[src/isp_pkg.sv]
package isp_pkg;
	localparam int ISP_NUM_LINES = 32;
	localparam int ISP_NUM_WAKE = 12;
	localparam int ISP_PRIO_W = 2;
	localparam int ISP_ID_W = 5;
	localparam int ISP_ADDR_W = 8;
	localparam int ISP_DATA_W = 32;

	// line numbers seen by the core interrupt controller
	localparam int ISP_LINE_WAKE_FIRST = 0;
	localparam int ISP_LINE_TWOWIRE = 12;
	localparam int ISP_LINE_TIMER_FIRST = 13;
	localparam int ISP_LINE_SYNC_SERIAL = 17;
	localparam int ISP_LINE_SERIAL_FIRST = 18;
	localparam int ISP_LINE_SERIAL_SECOND = 19;
	localparam int ISP_LINE_COMPARATOR = 20;
	localparam int ISP_LINE_ADC = 21;
	localparam int ISP_LINE_WATCHDOG = 22;
	localparam int ISP_LINE_BROWNOUT = 23;
	localparam int ISP_LINE_RSVD_A = 24;
	localparam int ISP_LINE_PORT_FIRST = 25;
	localparam int ISP_LINE_RSVD_B = 28;
	localparam int ISP_LINE_DMA = 29;
	localparam int ISP_LINE_RTC = 30;
	localparam int ISP_LINE_RSVD_C = 31;

	// register byte offsets
	localparam logic [ISP_ADDR_W-1:0] ISP_OFS_LINES = 8'h00;
	localparam logic [ISP_ADDR_W-1:0] ISP_OFS_PRIO_LO = 8'h04;
	localparam logic [ISP_ADDR_W-1:0] ISP_OFS_PRIO_HI = 8'h08;
	localparam logic [ISP_ADDR_W-1:0] ISP_OFS_MASK_LVL = 8'h0C;
	localparam logic [ISP_ADDR_W-1:0] ISP_OFS_NMI_SEL = 8'h10;
	localparam logic [ISP_ADDR_W-1:0] ISP_OFS_PENDING = 8'h14;
	localparam logic [ISP_ADDR_W-1:0] ISP_OFS_TOP = 8'h18;
	localparam logic [ISP_ADDR_W-1:0] ISP_OFS_EV_STAT = 8'h1C;
	localparam logic [ISP_ADDR_W-1:0] ISP_OFS_EV_MASK = 8'h20;

	// field positions
	localparam int ISP_MASK_EN_BIT = 0;
	localparam int ISP_MASK_LVL_LSB = 1;
	localparam int ISP_NMI_EN_BIT = 5;
	localparam int ISP_TOP_VALID_BIT = 8;
	localparam int ISP_TOP_LVL_LSB = 5;
	localparam int ISP_EV_NMI_BIT = 0;
	localparam int ISP_EV_BLOCKED_BIT = 1;
	localparam int ISP_EV_W = 2;

	// reset values
	localparam logic [ISP_DATA_W-1:0] ISP_RST_PRIO = 32'h0000_0000;
	localparam logic [2:0] ISP_RST_MASK_LVL = 3'h0;
	localparam logic [5:0] ISP_RST_NMI_SEL = 6'h00;
	localparam logic [ISP_EV_W-1:0] ISP_RST_EV = 2'h0;
endpackage : isp_pkg

[src/isp_irq_map.sv]
// Overview of operation
// - Exactly 32 request lines, numbered from zero, go to the core interrupt controller.
// - Each line has one of four programmable levels, and an enabled mask level blocks lines at or below it.
// - Software picks any one line to drive the non-maskable interrupt output.
// - A peripheral with several flags raises its single line while any of those flags is set; the three port pin flags keep a line each.
// - Lines 0 to 11 carry the twelve wake-up pins in matching order.
// - Line 12 is the two-wire bus, lines 13 to 16 the four timers, line 17 the sync serial port.
// - Line 18 merges all seven flags of the first serial port.
// - The programmed levels rank requests; between equal levels the lower line number wins.
// - Lines 19 to 23 are second serial port, comparators, converter, watchdog and brown-out.
// - Lines 25 to 27 are the port pin interrupts, 29 DMA, 30 real-time clock; 24, 28, 31 reserved.
module isp_irq_map
	import isp_pkg::*;
#(
	parameter int NUM_LINES = ISP_NUM_LINES,
	parameter int NUM_WAKE = ISP_NUM_WAKE
) (
	input wire logic i_clock,
	input wire logic i_rst,
	input wire logic i_clk_en,
	input wire logic [NUM_WAKE-1:0] i_wakeup_pins,
	input wire logic i_twowire_state_flag,
	input wire logic [7:0] i_short_timer_a_flags,
	input wire logic [7:0] i_short_timer_b_flags,
	input wire logic [7:0] i_long_timer_a_flags,
	input wire logic [7:0] i_long_timer_b_flags,
	input wire logic [3:0] i_sync_serial_port_flags,
	input wire logic [6:0] i_serial_port_first_flags,
	input wire logic [5:0] i_serial_port_second_flags,
	input wire logic [1:0] i_comparator_flags,
	input wire logic i_adc_done_flag,
	input wire logic i_watchdog_unit_flag,
	input wire logic i_brownout_detector_flag,
	input wire logic [2:0] i_port_pin_flags,
	input wire logic i_dma_flag,
	input wire logic i_rtc_flag,
	input wire logic [ISP_ADDR_W-1:0] i_addr,
	input wire logic [ISP_DATA_W-1:0] i_wr_data,
	input wire logic i_wr_strobe,
	input wire logic i_rd_strobe,
	output logic [ISP_DATA_W-1:0] o_rd_data,
	output logic [NUM_LINES-1:0] o_irq_lines,
	output logic [NUM_LINES-1:0] o_irq_pending,
	output logic o_top_valid,
	output logic [ISP_ID_W-1:0] o_top_id,
	output logic [ISP_PRIO_W-1:0] o_top_level,
	output logic o_nmi,
	output logic o_irq
);
	// the line map below is fixed, so any other size is refused at elaboration
	if (NUM_LINES != ISP_NUM_LINES || NUM_WAKE != ISP_NUM_WAKE) begin : g_bad_size
		$error("isp_irq_map: the line map serves 32 lines and 12 wake pins only");
	end

	////////////////////////////////////////////////////////////////////////////////
	// merge of peripheral flags

	logic [NUM_LINES-1:0] lines_d;
	logic [NUM_LINES-1:0] lines_q;
	logic [NUM_LINES-1:0] rising;

	assign lines_d[ISP_LINE_WAKE_FIRST +: NUM_WAKE] = i_wakeup_pins;
	assign lines_d[ISP_LINE_TWOWIRE] = i_twowire_state_flag;
	logic [7:0] timer_flags [4];
	assign timer_flags[0] = i_short_timer_a_flags;
	assign timer_flags[1] = i_short_timer_b_flags;
	assign timer_flags[2] = i_long_timer_a_flags;
	assign timer_flags[3] = i_long_timer_b_flags;
	genvar t;
	for (t = 0; t < 4; t++) begin : g_timer
		assign lines_d[ISP_LINE_TIMER_FIRST + t] = |timer_flags[t];
	end
	assign lines_d[ISP_LINE_SYNC_SERIAL] = |i_sync_serial_port_flags;
	assign lines_d[ISP_LINE_SERIAL_FIRST] = |i_serial_port_first_flags;
	assign lines_d[ISP_LINE_SERIAL_SECOND] = |i_serial_port_second_flags;
	assign lines_d[ISP_LINE_COMPARATOR] = |i_comparator_flags;
	assign lines_d[ISP_LINE_ADC] = i_adc_done_flag;
	assign lines_d[ISP_LINE_WATCHDOG] = i_watchdog_unit_flag;
	assign lines_d[ISP_LINE_BROWNOUT] = i_brownout_detector_flag;
	assign lines_d[ISP_LINE_PORT_FIRST +: 3] = i_port_pin_flags;
	assign lines_d[ISP_LINE_DMA] = i_dma_flag;
	assign lines_d[ISP_LINE_RTC] = i_rtc_flag;
	assign lines_d[ISP_LINE_RSVD_A] = 1'b0;
	assign lines_d[ISP_LINE_RSVD_B] = 1'b0;
	assign lines_d[ISP_LINE_RSVD_C] = 1'b0;

	// a line that rises while blocked is recorded, so a masked request is not lost unseen
	assign rising = lines_d & ~lines_q;

	////////////////////////////////////////////////////////////////////////////////
	// register port decode

	logic [ISP_DATA_W-1:0] prio_lo_q;
	logic [ISP_DATA_W-1:0] prio_hi_q;
	logic [2:0] mask_lvl_q;
	logic [5:0] nmi_sel_q;
	logic [ISP_EV_W-1:0] ev_stat_q;
	logic [ISP_EV_W-1:0] ev_stat_d;
	logic [ISP_EV_W-1:0] ev_mask_q;
	logic [ISP_DATA_W-1:0] rd_data_d;

	// writes are ignored while the clock enable is low
	wire wr_en = i_clk_en && i_wr_strobe;
	wire wr_prio_lo = wr_en && (i_addr == ISP_OFS_PRIO_LO);
	wire wr_prio_hi = wr_en && (i_addr == ISP_OFS_PRIO_HI);
	wire wr_mask_lvl = wr_en && (i_addr == ISP_OFS_MASK_LVL);
	wire wr_nmi_sel = wr_en && (i_addr == ISP_OFS_NMI_SEL);
	wire wr_ev_stat = wr_en && (i_addr == ISP_OFS_EV_STAT);
	wire wr_ev_mask = wr_en && (i_addr == ISP_OFS_EV_MASK);

	////////////////////////////////////////////////////////////////////////////////
	// level masking and selection

	wire [NUM_LINES*ISP_PRIO_W-1:0] prio_all = {prio_hi_q, prio_lo_q};
	wire mask_en = mask_lvl_q[ISP_MASK_EN_BIT];
	wire [ISP_PRIO_W-1:0] mask_level = mask_lvl_q[ISP_MASK_LVL_LSB +: ISP_PRIO_W];
	logic [NUM_LINES-1:0] blocked;
	logic [NUM_LINES-1:0] pending_d;
	logic sel_valid;
	logic [ISP_ID_W-1:0] sel_id;
	logic [ISP_PRIO_W-1:0] sel_level;

	// level 0 is the most urgent, so an enabled mask level of 0 blocks every line
	genvar g;
	generate
		for (g = 0; g < NUM_LINES; g++) begin : g_mask
			assign blocked[g] = mask_en && (prio_all[g*ISP_PRIO_W +: ISP_PRIO_W] >= mask_level);
		end
	endgenerate

	// pending keeps only the lines that the mask level lets through
	assign pending_d = lines_d & ~blocked;

	isp_prio_sel #(
		.N(NUM_LINES),
		.PW(ISP_PRIO_W),
		.IW(ISP_ID_W)
	) u_sel (
		.i_req(pending_d),
		.i_prio(prio_all),
		.o_valid(sel_valid),
		.o_id(sel_id),
		.o_level(sel_level)
	);

	// the nmi source bypasses the mask level and uses the raw merged line
	// selectable nmi source
	wire nmi_d = nmi_sel_q[ISP_NMI_EN_BIT] && lines_d[nmi_sel_q[ISP_ID_W-1:0]];
	wire ev_nmi = nmi_d && !o_nmi;
	wire ev_blocked = |(rising & blocked);

	wire [ISP_EV_W-1:0] ev_clear = wr_ev_stat ? i_wr_data[ISP_EV_W-1:0] : ISP_RST_EV;
	wire [ISP_EV_W-1:0] ev_set = {ev_blocked, ev_nmi};

	// set wins over write-one-to-clear, so an event in the clearing cycle is kept
	assign ev_stat_d = (ev_stat_q & ~ev_clear) | ev_set;

	// a spare bit sits between the level field and the valid flag
	wire [ISP_DATA_W-1:0] top_word = {{(ISP_DATA_W - ISP_TOP_VALID_BIT - 1){1'b0}},
		o_top_valid, {(ISP_TOP_VALID_BIT - ISP_TOP_LVL_LSB - ISP_PRIO_W){1'b0}}, o_top_level,
		o_top_id};

	// one select per mapped offset; an unmapped offset selects nothing and reads zero
	wire rd_sel_lines = (i_addr == ISP_OFS_LINES);
	wire rd_sel_prio_lo = (i_addr == ISP_OFS_PRIO_LO);
	wire rd_sel_prio_hi = (i_addr == ISP_OFS_PRIO_HI);
	wire rd_sel_mask_lvl = (i_addr == ISP_OFS_MASK_LVL);
	wire rd_sel_nmi_sel = (i_addr == ISP_OFS_NMI_SEL);
	wire rd_sel_pending = (i_addr == ISP_OFS_PENDING);
	wire rd_sel_top = (i_addr == ISP_OFS_TOP);
	wire rd_sel_ev_stat = (i_addr == ISP_OFS_EV_STAT);
	wire rd_sel_ev_mask = (i_addr == ISP_OFS_EV_MASK);
	wire [ISP_DATA_W-1:0] mask_lvl_word = {{(ISP_DATA_W - 3){1'b0}}, mask_lvl_q};
	wire [ISP_DATA_W-1:0] nmi_sel_word = {{(ISP_DATA_W - 6){1'b0}}, nmi_sel_q};
	wire [ISP_DATA_W-1:0] ev_stat_word = {{(ISP_DATA_W - ISP_EV_W){1'b0}}, ev_stat_q};
	wire [ISP_DATA_W-1:0] ev_mask_word = {{(ISP_DATA_W - ISP_EV_W){1'b0}}, ev_mask_q};

	assign rd_data_d = ({ISP_DATA_W{rd_sel_lines}} & o_irq_lines)
		| ({ISP_DATA_W{rd_sel_prio_lo}} & prio_lo_q)
		| ({ISP_DATA_W{rd_sel_prio_hi}} & prio_hi_q)
		| ({ISP_DATA_W{rd_sel_mask_lvl}} & mask_lvl_word)
		| ({ISP_DATA_W{rd_sel_nmi_sel}} & nmi_sel_word)
		| ({ISP_DATA_W{rd_sel_pending}} & o_irq_pending)
		| ({ISP_DATA_W{rd_sel_top}} & top_word)
		| ({ISP_DATA_W{rd_sel_ev_stat}} & ev_stat_word)
		| ({ISP_DATA_W{rd_sel_ev_mask}} & ev_mask_word);

	////////////////////////////////////////////////////////////////////////////////
	// state

	always_ff @(posedge i_clock or posedge i_rst) begin
		if (i_rst) begin
			lines_q <= '0;
		end else if (i_clk_en) begin
			lines_q <= lines_d;
		end
	end

	always_ff @(posedge i_clock or posedge i_rst) begin
		if (i_rst) begin
			o_irq_pending <= '0;
		end else if (i_clk_en) begin
			o_irq_pending <= pending_d;
		end
	end

	always_ff @(posedge i_clock or posedge i_rst) begin
		if (i_rst) begin
			o_top_valid <= 1'b0;
			o_top_id <= '0;
			o_top_level <= '0;
		end else if (i_clk_en) begin
			o_top_valid <= sel_valid;
			o_top_id <= sel_id;
			o_top_level <= sel_level;
		end
	end

	always_ff @(posedge i_clock or posedge i_rst) begin
		if (i_rst) begin
			o_nmi <= 1'b0;
		end else if (i_clk_en) begin
			o_nmi <= nmi_d;
		end
	end

	always_ff @(posedge i_clock or posedge i_rst) begin
		if (i_rst) begin
			prio_lo_q <= ISP_RST_PRIO;
		end else if (wr_prio_lo) begin
			prio_lo_q <= i_wr_data;
		end
	end

	always_ff @(posedge i_clock or posedge i_rst) begin
		if (i_rst) begin
			prio_hi_q <= ISP_RST_PRIO;
		end else if (wr_prio_hi) begin
			prio_hi_q <= i_wr_data;
		end
	end

	always_ff @(posedge i_clock or posedge i_rst) begin
		if (i_rst) begin
			mask_lvl_q <= ISP_RST_MASK_LVL;
		end else if (wr_mask_lvl) begin
			mask_lvl_q <= i_wr_data[2:0];
		end
	end

	always_ff @(posedge i_clock or posedge i_rst) begin
		if (i_rst) begin
			nmi_sel_q <= ISP_RST_NMI_SEL;
		end else if (wr_nmi_sel) begin
			nmi_sel_q <= i_wr_data[5:0];
		end
	end

	always_ff @(posedge i_clock or posedge i_rst) begin
		if (i_rst) begin
			ev_mask_q <= ISP_RST_EV;
		end else if (wr_ev_mask) begin
			ev_mask_q <= i_wr_data[ISP_EV_W-1:0];
		end
	end

	// sticky events freeze with the clock enable
	always_ff @(posedge i_clock or posedge i_rst) begin
		if (i_rst) begin
			ev_stat_q <= ISP_RST_EV;
		end else if (i_clk_en) begin
			ev_stat_q <= ev_stat_d;
		end
	end

	// read data stands for the one cycle after the strobe, zero otherwise
	always_ff @(posedge i_clock or posedge i_rst) begin
		if (i_rst) begin
			o_rd_data <= '0;
		end else if (i_clk_en) begin
			o_rd_data <= i_rd_strobe ? rd_data_d : '0;
		end
	end

	assign o_irq_lines = lines_q;
	// level interrupt stays high while an unmasked event bit is set
	assign o_irq = |(ev_stat_q & ev_mask_q);
endmodule : isp_irq_map

[src/isp_prio_sel.sv]
module isp_prio_sel
	import isp_pkg::*;
#(
	parameter int N = ISP_NUM_LINES,
	parameter int PW = ISP_PRIO_W,
	parameter int IW = $clog2(N)
) (
	input wire logic [N-1:0] i_req,
	input wire logic [N*PW-1:0] i_prio,
	output logic o_valid,
	output logic [IW-1:0] o_id,
	output logic [PW-1:0] o_level
);
	if (N < 2 || IW != $clog2(N)) begin : g_bad_size
		$error("isp_prio_sel: bad N or IW");
	end

	logic [PW-1:0] lvl [N];

	genvar g;
	generate
		for (g = 0; g < N; g++) begin : g_lvl
			assign lvl[g] = i_prio[g*PW +: PW];
		end
	endgenerate

	// lowest level value wins, lower line number breaks a tie
	always_comb begin
		o_valid = 1'b0;
		o_id = '0;
		o_level = '0;
		for (int k = 0; k < N; k++) begin
			if (i_req[k] && (!o_valid || lvl[k] < o_level)) begin
				o_valid = 1'b1;
				o_id = IW'(k);
				o_level = lvl[k];
			end
		end
	end
endmodule : isp_prio_sel

[config.mk]
export PLATFORM = sky130hd
export DESIGN_NAME = isp_irq_map
export DESIGN_NICKNAME = d
export VERILOG_FILES = /design/src/isp_pkg.sv /design/src/isp_irq_map.sv /design/src/isp_prio_sel.sv
export SDC_FILE = /design/constraint.sdc
export NUM_CORES = 1
export LEC_CHECK = 0
export BUFFER_PORTS_ARGS = -buffer_cell sky130_fd_sc_hd__buf_2
export CORE_ASPECT_RATIO = 0.7
export CORE_MARGIN = 10
export CORE_UTILIZATION = 30
export DETAILED_ROUTE_END_ITERATION = 8
export PLACE_DENSITY = 0.52
export SLEW_MARGIN = 20
export SYNTH_ARGS = -nofsm -noshare
export SYNTH_HDL_FRONTEND = slang
export SYNTH_SLANG_ARGS = --single-unit
[constraint.sdc]
create_clock -name i_clock -period 12.26 [get_ports i_clock]
set_clock_uncertainty 0.2 [all_clocks]
set_input_delay 3.065 -clock i_clock [delete_from_list [all_inputs] [get_ports i_clock]]
set_output_delay 3.065 -clock i_clock [all_outputs]
set_load 0.02 [all_outputs]
==> impl_metrics.prom, run 1 <==
# TYPE chip_impl_metric gauge
chip_impl_metric{name="slowest_delay",unit="ns"} 0.50
chip_impl_metric{name="via_cell_ratio",unit=""} 5.74
chip_impl_metric{name="synth-seq-cells",unit=""} 176
chip_impl_info{name="outcome",value="finished clean"} 1
chip_impl_info{name="library_cell_with_the_highest_instance_count_after_synthesis",value="sky130_fd_sc_hd__dfrtp_1"} 1
chip_impl_metric{name="post_synth_inst_count",unit=""} 1397
chip_impl_metric{name="met3_length",unit="um"} 5300
chip_impl_metric{name="vias_in_the_first_global_route",unit=""} 12700
chip_impl_metric{name="sw_frac_of_total",unit=""} 0.327
chip_impl_metric{name="vdd_ir_drop_max",unit="V"} 0.0000958
chip_impl_info{name="grt_setup_unrepaired",value="true"} 1
chip_impl_metric{name="start_util",unit=""} 0.307
chip_impl_info{name="worst_setup_path_end_kind",value="register"} 1
chip_impl_info{name="dominantRegCellSynth",value="sky130_fd_sc_hd__dfrtp_1"} 1
chip_impl_metric{name="worstRegToRegCells",unit=""} 45
chip_impl_info{name="critical_path.startpoint_type",value="input port"} 1
chip_impl_info{name="r2r-start",value="prio_lo_q[0]$_DFFE_PP0P_"} 1
chip_impl_metric{name="finalCriticalPeriod",unit="ns"} 12.07
chip_impl_info{name="yosys.area.top_type",value="sky130_fd_sc_hd__dfrtp_1"} 1
chip_impl_metric{name="grt_first_pass_wirelength",unit="um"} 86200
chip_impl_metric{name="met1_layer_wirelength_in_the_final_routing",unit="um"} 28100
chip_impl_metric{name="drt_first_pass_iters",unit=""} 7
chip_impl_metric{name="final_layout_size_suffix_gt1_frac",unit=""} 0.346
chip_impl_metric{name="final_util",unit=""} 0.392
chip_impl_metric{name="power.density_cell_area",unit="mW/mm^2"} 94.2
chip_impl_metric{name="synth_warnings",unit=""} 0
chip_impl_metric{name="num_antenna_cells",unit=""} 0
chip_impl_metric{name="die_width",unit="um"} 266
chip_impl_metric{name="worst-path-max-fanout",unit=""} 6
chip_impl_info{name="route.top_layer_used",value="met5"} 1
chip_impl_metric{name="hold_viol",unit=""} 0
chip_impl_metric{name="p_leak",unit="nW"} 7.28
chip_impl_metric{name="post-synth-top-area-fraction",unit=""} 0.347
chip_impl_metric{name="setup_viol",unit=""} 0
chip_impl_metric{name="antenna_found_initial",unit=""} 3
chip_impl_metric{name="rows",unit=""} 62
chip_impl_metric{name="global_route_total_usage_across_every_layer",unit=""} 0.225
chip_impl_metric{name="worst_setup_hold_path_clk_slew",unit="ns"} 0.07
chip_impl_metric{name="via_count",unit=""} 13000
chip_impl_metric{name="timing.fmax",unit="GHz"} 0.0829
chip_impl_metric{name="drt.antenna.violating_nets",unit=""} 0
chip_impl_info{name="clock-root-buffer",value="sky130_fd_sc_hd__clkbuf_16"} 1
chip_impl_metric{name="mappedNetlistArea",unit="mm^2"} 0.0127
chip_impl_metric{name="timing.max_slew.rel_slack",unit=""} 0.254
chip_impl_metric{name="slew_violations",unit=""} 0
chip_impl_metric{name="ctsHtreeMaxLevel",unit=""} 4
chip_impl_metric{name="worst_tran_pin_value",unit="ns"} 1.12
chip_impl_metric{name="synth_sequential_area_ratio",unit=""} 0.347
chip_impl_metric{name="core-area",unit="mm^2"} 0.0414
chip_impl_metric{name="initialDrtViolationCount",unit=""} 1423
chip_impl_metric{name="grt_start_max_net_pins",unit=""} 110
chip_impl_metric{name="finalCritPeriodShare",unit=""} 0.984
chip_impl_info{name="hold_path_sink",value="o_rd_data[16]$_DFFE_PP0P_"} 1
chip_impl_metric{name="p_sw",unit="mW"} 0.501
chip_impl_metric{name="async_flop_share",unit=""} 1.00
chip_impl_metric{name="cts_bufs_inserted",unit=""} 17
chip_impl_metric{name="holdBufCountCts",unit=""} 0
chip_impl_info{name="worst_r2r_endpoint",value="o_top_id[0]$_DFFE_PP0P_"} 1
chip_impl_metric{name="pin_count",unit=""} 223
chip_impl_info{name="critPathSlowestCell",value="sky130_fd_sc_hd__o41ai_4"} 1
chip_impl_metric{name="hold_ws",unit="ns"} 0.275
chip_impl_metric{name="pwr-share-seq",unit=""} 0.425
chip_impl_metric{name="clockPowerShare",unit=""} 0.390
chip_impl_metric{name="finalNetCount",unit=""} 1894
chip_impl_metric{name="drc_violations_left",unit=""} 0
chip_impl_metric{name="cell_count_of_the_worst_hold_path",unit=""} 1
chip_impl_metric{name="area_delta_synth_final",unit="%"} 27.9
chip_impl_metric{name="yosysUniqueCellTypes",unit=""} 100
chip_impl_metric{name="post_synth_edffs",unit=""} 0
chip_impl_metric{name="cts.sink_count",unit=""} 176
chip_impl_metric{name="global_route.overflow_total",unit=""} 0
chip_impl_info{name="hold_start",value="o_rd_data[16]$_DFFE_PP0P_"} 1
chip_impl_metric{name="die-area",unit="mm^2"} 0.0511
chip_impl_metric{name="buffer_ports.inserted",unit=""} 216
chip_impl_metric{name="clock_latency",unit="ns"} 0.47
chip_impl_info{name="netlist_top_cells_count",value="sky130_fd_sc_hd__dfrtp_1 (176), sky130_fd_sc_hd__nor2_1 (116), sky130_fd_sc_hd__mux2_2 (111)"} 1
chip_impl_metric{name="chipHeight",unit="um"} 192
chip_impl_metric{name="gp_congestion",unit=""} 0.912
chip_impl_metric{name="cell_internal_pwr",unit="mW"} 1.03
chip_impl_metric{name="fill_cells",unit=""} 4214
chip_impl_info{name="hold_class",value="register to register"} 1
chip_impl_metric{name="worst-endpoint-arrival",unit="ns"} 12.22
chip_impl_metric{name="cts_max_path_buffers",unit=""} 2
chip_impl_metric{name="post-dp-hpwl",unit="um"} 45300
chip_impl_info{name="crit_type",value="input port to register"} 1
chip_impl_metric{name="combPwrFrac",unit=""} 0.185
chip_impl_info{name="tritoncts",value="done"} 1
chip_impl_metric{name="cap_violations",unit=""} 0
chip_impl_info{name="synthTopCellsByArea",value="sky130_fd_sc_hd__dfrtp_1 (35%), sky130_fd_sc_hd__mux2_2 (9.8%), sky130_fd_sc_hd__ha_1 (6.4%)"} 1
chip_impl_metric{name="routed_wl",unit="um"} 59000
chip_impl_metric{name="syn_area_per_cell",unit="um^2"} 9.09
chip_impl_metric{name="critical_path_required",unit="ns"} 12.41
chip_impl_metric{name="met2RoutedLength",unit="um"} 25000
chip_impl_metric{name="worst-r2r-setup-slack",unit="ns"} 1.75
chip_impl_metric{name="routedWlPerCell",unit="um"} 26.0
chip_impl_info{name="critical_path.most_common_cell",value="sky130_fd_sc_hd__ha_2"} 1
-- through the flow --
step / instance area (um^2) / setup slack [ns] / std cells / TNS [ns] / power (mW)
after global placement: 15100 / -0.381 / 2216 / -2.27 / 0.925
after CTS: 15800 / 0.0192 / 2250 / 0 / 1.52
final: 16200 / 0.192 / 2269 / 0 / 1.53
after floorplan: 12700 / 0.0367 / 1402 / 0 / 0.792
after global routing: 16200 / -0.182 / 2269 / -0.800 / 1.59
after detailed placement: 15100 / -0.678 / 2216 / -4.03 / 0.926
-- metal layers --
layer / global-route usage / up-vias
met5: 0 / -
li1: - / 5904
met4: 0.0344 / 4
met2: 0.334 / 528
met3: 0.0526 / 48
met1: 0.330 / 6529
-- cells by family (layout without fill, tap and decap cells) --
logic type,Yosys count,in the layout,synth area share
AND/OR/NAND/NOR,431,431,0.167
flip-flops,176,176,0.347
AO/OA/AOI/OAI,459,459,0.258
adder cells (fa/ha/maj),69,69,0.0673
other,1,6,0.000295
multiplexers,124,124,0.116
buffers and inverters,137,460,0.0444
-- how the worst max path moves through the flow --
| stage | startpoint | end | slack, ns | depth (start not counted) |
|---|---|---|---|---|
| 2_1_floorplan | i_wakeup_pins[0] | o_top_id[3]$_DFFE_PP0P_ | 0.04 | 46 |
| 5_1_grt | i_wakeup_pins[0] | o_top_id[0]$_DFFE_PP0P_ | -0.18 | 45 |
| 3_5_place_dp | i_wakeup_pins[0] | o_top_id[4]$_DFFE_PP0P_ | -0.68 | 46 |
| 4_1_cts | i_wakeup_pins[0] | o_top_id[0]$_DFFE_PP0P_ | 0.02 | 49 |
| 3_3_place_gp | i_wakeup_pins[0] | o_top_id[3]$_DFFE_PP0P_ | -0.38 | 47 |
| 6_report | i_wakeup_pins[0] | o_top_id[0]$_DFFE_PP0P_ | 0.19 | 44 |
-- final cells by class --
class	instances	area, um^2	area share
multi-input cells	1089	8110	0.499
inverters	73	282	0.0173
repair buffers	355	2140	0.132
well taps	544	681	0.0419
flip-flops and latches	176	4400	0.271
clock inverters	14	196	0.0121
clock buffers	18	429	0.0264
-- sequential cells by signal (all words and copies together), names as in the netlist, 3 cells and up --
signal         flops
prio_lo_q         32
o_irq_pending     29
nmi_sel_q          6
prio_hi_q         32
o_irq_lines       29
o_rd_data         32
o_top_id           5
mask_lvl_q         3
-- power by group through the flow --
stage / combinational, mW / sequential, mW / clock [mW]
3_5_place_dp: 0.267 / 0.660 / 0
4_1_cts: 0.269 / 0.648 / 0.607
2_1_floorplan: 0.131 / 0.661 / 0
5_1_grt: 0.307 / 0.653 / 0.632
6_report: 0.283 / 0.651 / 0.596
3_3_place_gp: 0.266 / 0.660 / 0
-- worst max-delay path, delay by kind of cell --
kind                       cells  cell delay (ns)
AOI/OAI and AO/OA             28             6.06
adders and majority gates      6             1.72
muxes                          2             0.55
and+or+nand+nor                4             0.45
buffers and inverters          4             0.35
-- cell usage in the layout, fill, tap and decap left out, types with 12 or more instances in the layout --
cell type / instances
sky130_fd_sc_hd__a21o_1: 31
sky130_fd_sc_hd__a21oi_1: 92
sky130_fd_sc_hd__a222oi_1: 25
sky130_fd_sc_hd__a22oi_1: 23
sky130_fd_sc_hd__and2_1: 14
sky130_fd_sc_hd__buf_2: 214
sky130_fd_sc_hd__buf_4: 139
sky130_fd_sc_hd__clkbuf_16: 17
sky130_fd_sc_hd__dfrtp_1: 176
sky130_fd_sc_hd__ha_1: 61
sky130_fd_sc_hd__inv_1: 69
sky130_fd_sc_hd__mux2_2: 109
sky130_fd_sc_hd__nand2_1: 96
sky130_fd_sc_hd__nand2b_1: 35
sky130_fd_sc_hd__nand3_1: 37
sky130_fd_sc_hd__nor2_1: 112
sky130_fd_sc_hd__nor2b_1: 22
sky130_fd_sc_hd__nor3_1: 24
sky130_fd_sc_hd__nor4_1: 17
sky130_fd_sc_hd__o21ai_0: 75
sky130_fd_sc_hd__o21ai_1: 15
sky130_fd_sc_hd__o22ai_1: 12
-- timing repair --
| item | CTS | global route |
|---|---|---|
| buffers inserted | 2 | 19 |
| endpoints found under the setup margin | 7 | 7 |
| pin swaps | 2 | 50 |
| resized for setup | 11 | 57 |
(Power assumes the default switching activity.)
==> run 2, diff against run 1 <==
--- a/config.mk
+++ b/config.mk
@@ -5,6 +5,7 @@
 export SDC_FILE = /design/constraint.sdc
 export NUM_CORES = 1
 export LEC_CHECK = 0
+export ABC_AREA = 1
 export BUFFER_PORTS_ARGS = -buffer_cell sky130_fd_sc_hd__buf_2
 export CORE_ASPECT_RATIO = 0.7
 export CORE_MARGIN = 10
==> constraint.sdc (replaced) <==
create_clock -name i_clock -period 12.3 [get_ports i_clock]
set_clock_uncertainty 0.2 [all_clocks]
set_input_delay 3.075 -clock i_clock [delete_from_list [all_inputs] [get_ports i_clock]]
set_output_delay 3.075 -clock i_clock [all_outputs]
set_load 0.02 [all_outputs]
==> impl_metrics.prom, run 2 <==
# TYPE chip_impl_metric gauge
chip_impl_metric{name="die_width",unit="um"} 260
chip_impl_metric{name="yosysUniqueCellTypes",unit=""} 39
chip_impl_metric{name="use_met1",unit=""} 0.311
chip_impl_metric{name="timing.max_slew.rel_slack",unit=""} 0.223
chip_impl_metric{name="mappedNetlistArea",unit="mm^2"} 0.0121
chip_impl_metric{name="post_synth_inst_count",unit=""} 1756
chip_impl_info{name="hold_start",value="o_rd_data[15]$_DFFE_PP0P_"} 1
chip_impl_metric{name="num_antenna_cells",unit=""} 0
chip_impl_info{name="critical_path.most_common_cell",value="sky130_fd_sc_hd__nand2_2"} 1
chip_impl_info{name="worst_setup_path_end_kind",value="register"} 1
chip_impl_metric{name="timing.fmax",unit="GHz"} 0.0543
chip_impl_metric{name="post-synth-top-area-fraction",unit=""} 0.365
chip_impl_info{name="crit_type",value="input port to register"} 1
chip_impl_info{name="startpoint",value="i_wakeup_pins[0]"} 1
chip_impl_info{name="critPathSlowestCell",value="sky130_fd_sc_hd__ha_1"} 1
chip_impl_info{name="final_cell_mix",value="sky130_fd_sc_hd__nand2_1 (404), sky130_fd_sc_hd__inv_1 (303), sky130_fd_sc_hd__buf_4 (263)"} 1
chip_impl_info{name="busiest_layer",value="met2"} 1
chip_impl_metric{name="slew_violations",unit=""} 0
chip_impl_metric{name="vias_in_the_first_global_route",unit=""} 13400
chip_impl_metric{name="final_layout_size_suffix_gt1_frac",unit=""} 0.300
chip_impl_metric{name="chipHeight",unit="um"} 188
chip_impl_metric{name="antenna_found_initial",unit=""} 5
chip_impl_metric{name="core-area",unit="mm^2"} 0.0397
chip_impl_metric{name="syn_area_per_cell",unit="um^2"} 6.87
chip_impl_info{name="layout_commonest_cell",value="sky130_fd_sc_hd__nand2_1"} 1
chip_impl_info{name="grt_setup_unrepaired",value="true"} 1
chip_impl_metric{name="area_delta_synth_final",unit="%"} 37.3
chip_impl_metric{name="routedWlPerCell",unit="um"} 19.8
chip_impl_metric{name="cts_bufs_inserted",unit=""} 17
chip_impl_info{name="clock-root-buffer",value="sky130_fd_sc_hd__clkbuf_16"} 1
chip_impl_metric{name="worst_setup_hold_path_clk_slew",unit="ns"} 0.07
chip_impl_metric{name="setup_viol",unit=""} 7
chip_impl_metric{name="worst-r2r-setup-slack",unit="ns"} -4.43
chip_impl_metric{name="buffer_ports.inserted",unit=""} 216
chip_impl_metric{name="synth-seq-cells",unit=""} 176
chip_impl_info{name="netlist_top_cells_count",value="sky130_fd_sc_hd__nand2_1 (459), sky130_fd_sc_hd__inv_1 (307), sky130_fd_sc_hd__o21ai_0 (213)"} 1
chip_impl_metric{name="grt_start_max_net_pins",unit=""} 98
chip_impl_metric{name="gr-usage-met2",unit=""} 0.333
chip_impl_info{name="library_cell_with_the_highest_instance_count_after_synthesis",value="sky130_fd_sc_hd__nand2_1"} 1
chip_impl_info{name="synthTopCellsByArea",value="sky130_fd_sc_hd__dfrtp_1 (36%), sky130_fd_sc_hd__nand2_1 (14%), sky130_fd_sc_hd__inv_1 (9.5%)"} 1
chip_impl_metric{name="async_flop_share",unit=""} 1.00
chip_impl_metric{name="global_route_total_usage_across_every_layer",unit=""} 0.220
chip_impl_info{name="yosys.area.top_type",value="sky130_fd_sc_hd__dfrtp_1"} 1
chip_impl_metric{name="setup_ws",unit="ns"} -6.11
chip_impl_metric{name="hold_viol",unit=""} 0
chip_impl_metric{name="worst_tran_pin_value",unit="ns"} 1.16
chip_impl_info{name="dominantRegCellSynth",value="sky130_fd_sc_hd__dfrtp_1"} 1
chip_impl_metric{name="routed_wl",unit="um"} 54600
chip_impl_metric{name="via_cell_ratio",unit=""} 4.95
chip_impl_metric{name="slowest_delay",unit="ns"} 0.29
chip_impl_metric{name="start_util",unit=""} 0.304
chip_impl_metric{name="worst-path-max-fanout",unit=""} 7
chip_impl_info{name="critical_path.startpoint_type",value="input port"} 1
chip_impl_metric{name="post_synth_edffs",unit=""} 0
chip_impl_metric{name="via_count",unit=""} 13600
chip_impl_metric{name="finalCritPeriodShare",unit=""} 1.50
chip_impl_metric{name="grt_first_pass_wirelength",unit="um"} 81900
chip_impl_info{name="hold_class",value="register to register"} 1
chip_impl_metric{name="ctsHtreeMaxLevel",unit=""} 4
chip_impl_metric{name="finalNetCount",unit=""} 2393
chip_impl_metric{name="finalCriticalPeriod",unit="ns"} 18.41
chip_impl_metric{name="drt.antenna.violating_nets",unit=""} 0
chip_impl_metric{name="die-area",unit="mm^2"} 0.0488
chip_impl_metric{name="drt_first_pass_iters",unit=""} 6
chip_impl_metric{name="global_route.overflow_total",unit=""} 0
chip_impl_metric{name="cts.sink_count",unit=""} 176
chip_impl_info{name="largestRegisters",value="o_rd_data x32, prio_hi_q x32, prio_lo_q x32"} 1
chip_impl_metric{name="gr-usage-met3",unit=""} 0.0529
chip_impl_info{name="tritoncts",value="done"} 1
chip_impl_metric{name="worst-endpoint-arrival",unit="ns"} 18.61
chip_impl_metric{name="cts_max_path_buffers",unit=""} 2
chip_impl_metric{name="clock_latency",unit="ns"} 0.47
chip_impl_metric{name="critical_path_required",unit="ns"} 12.50
chip_impl_metric{name="post-dp-hpwl",unit="um"} 40400
chip_impl_metric{name="initialDrtViolationCount",unit=""} 1293
chip_impl_info{name="outcome",value="finished with violations"} 1
chip_impl_metric{name="synth_sequential_area_ratio",unit=""} 0.365
chip_impl_metric{name="pin_count",unit=""} 223
chip_impl_info{name="failed_checks",value="setup timing"} 1
chip_impl_metric{name="setup_tns",unit="ns"} -42.43
chip_impl_info{name="r2r-start",value="mask_lvl_q[2]$_DFFE_PP0P_"} 1
chip_impl_metric{name="cap_violations",unit=""} 0
chip_impl_metric{name="gp_congestion",unit=""} 0.933
chip_impl_metric{name="rows",unit=""} 61
chip_impl_metric{name="drc_violations_left",unit=""} 0
chip_impl_metric{name="synth_warnings",unit=""} 0
run 2: cell type report:
cell class | instances | area [um^2]
fill | 4201 | 23100
multi-input combinational | 1205 | 6560
sequential | 176 | 4400
timing repair buffer | 484 | 3120
inverter | 327 | 1230
tap | 535 | 669
clock buffer | 21 | 480
clock inverter | 10 | 103
run 2: final timing paths:
path | cells past startpoint | end
setup / recovery | 179 | o_top_level[0]$_DFFE_PP0P_
hold / removal | 2 | o_rd_data[15]$_DFFE_PP0P_
setup reg to reg | 183 | o_top_level[0]$_DFFE_PP0P_
hold reg to reg | 2 | o_rd_data[15]$_DFFE_PP0P_
min in group asynchronous | 2 | o_rd_data[0]$_DFFE_PP0P_
max in group asynchronous | 3 | prio_hi_q[19]$_DFFE_PP0P_
run 2: what timing repair did:
item / 4_1_cts / 5_1_grt
setup endpoints to repair: 7 / 7
buffers inserted: 88 / 25
cloned: 0 / 0
hold buffers: 0 / 0
pin swaps: 14 / 78
resized for setup: 11 / 84
run 2: cell families (layout without fill, tap and decap cells):
logic type	Yosys count	after routing	synth area share
adders and majority gates	65	65	0.0674
buffers and inverters	380	842	0.120
AOI/OAI and AO/OA	352	352	0.169
and+or+nand+nor	782	782	0.278
other	1	6	0.000311
DFF	176	176	0.365
run 2: stage by stage:
step,cells,hold slack [ns],setup slack (ns),util,area [um^2]
floorplan,1761,0.253,-4.63,-,12100
global placement,2614,0.262,-5.34,0.373,14800
detailed placement,2614,0.268,-6.01,0.373,14800
CTS,2733,0.286,-5.37,0.406,16100
global route,2758,0.307,-7.55,0.418,16600
finish,2758,0.276,-6.11,0.418,16600
run 2: worst max-delay path, delay by kind of cell:
kind,cells,cell delay [ns]
and+or+nand+nor,153,11.65
buffers and inverters,13,1.03
AOI/OAI and AO/OA,6,0.76
adders and majority gates,7,1.98
run 2: metal layers:
metal | share of wire | routed length, um
met1 | 0.46 | 25400
met2 | 0.44 | 23800
met3 | 0.082 | 4480
met4 | 0.016 | 860
met5 | 0.00075 | 41
Power of run 2 is left out: the tool's default activity adds up to more than one toggle a clock period on the data nets, which glitch-free logic cannot reach.
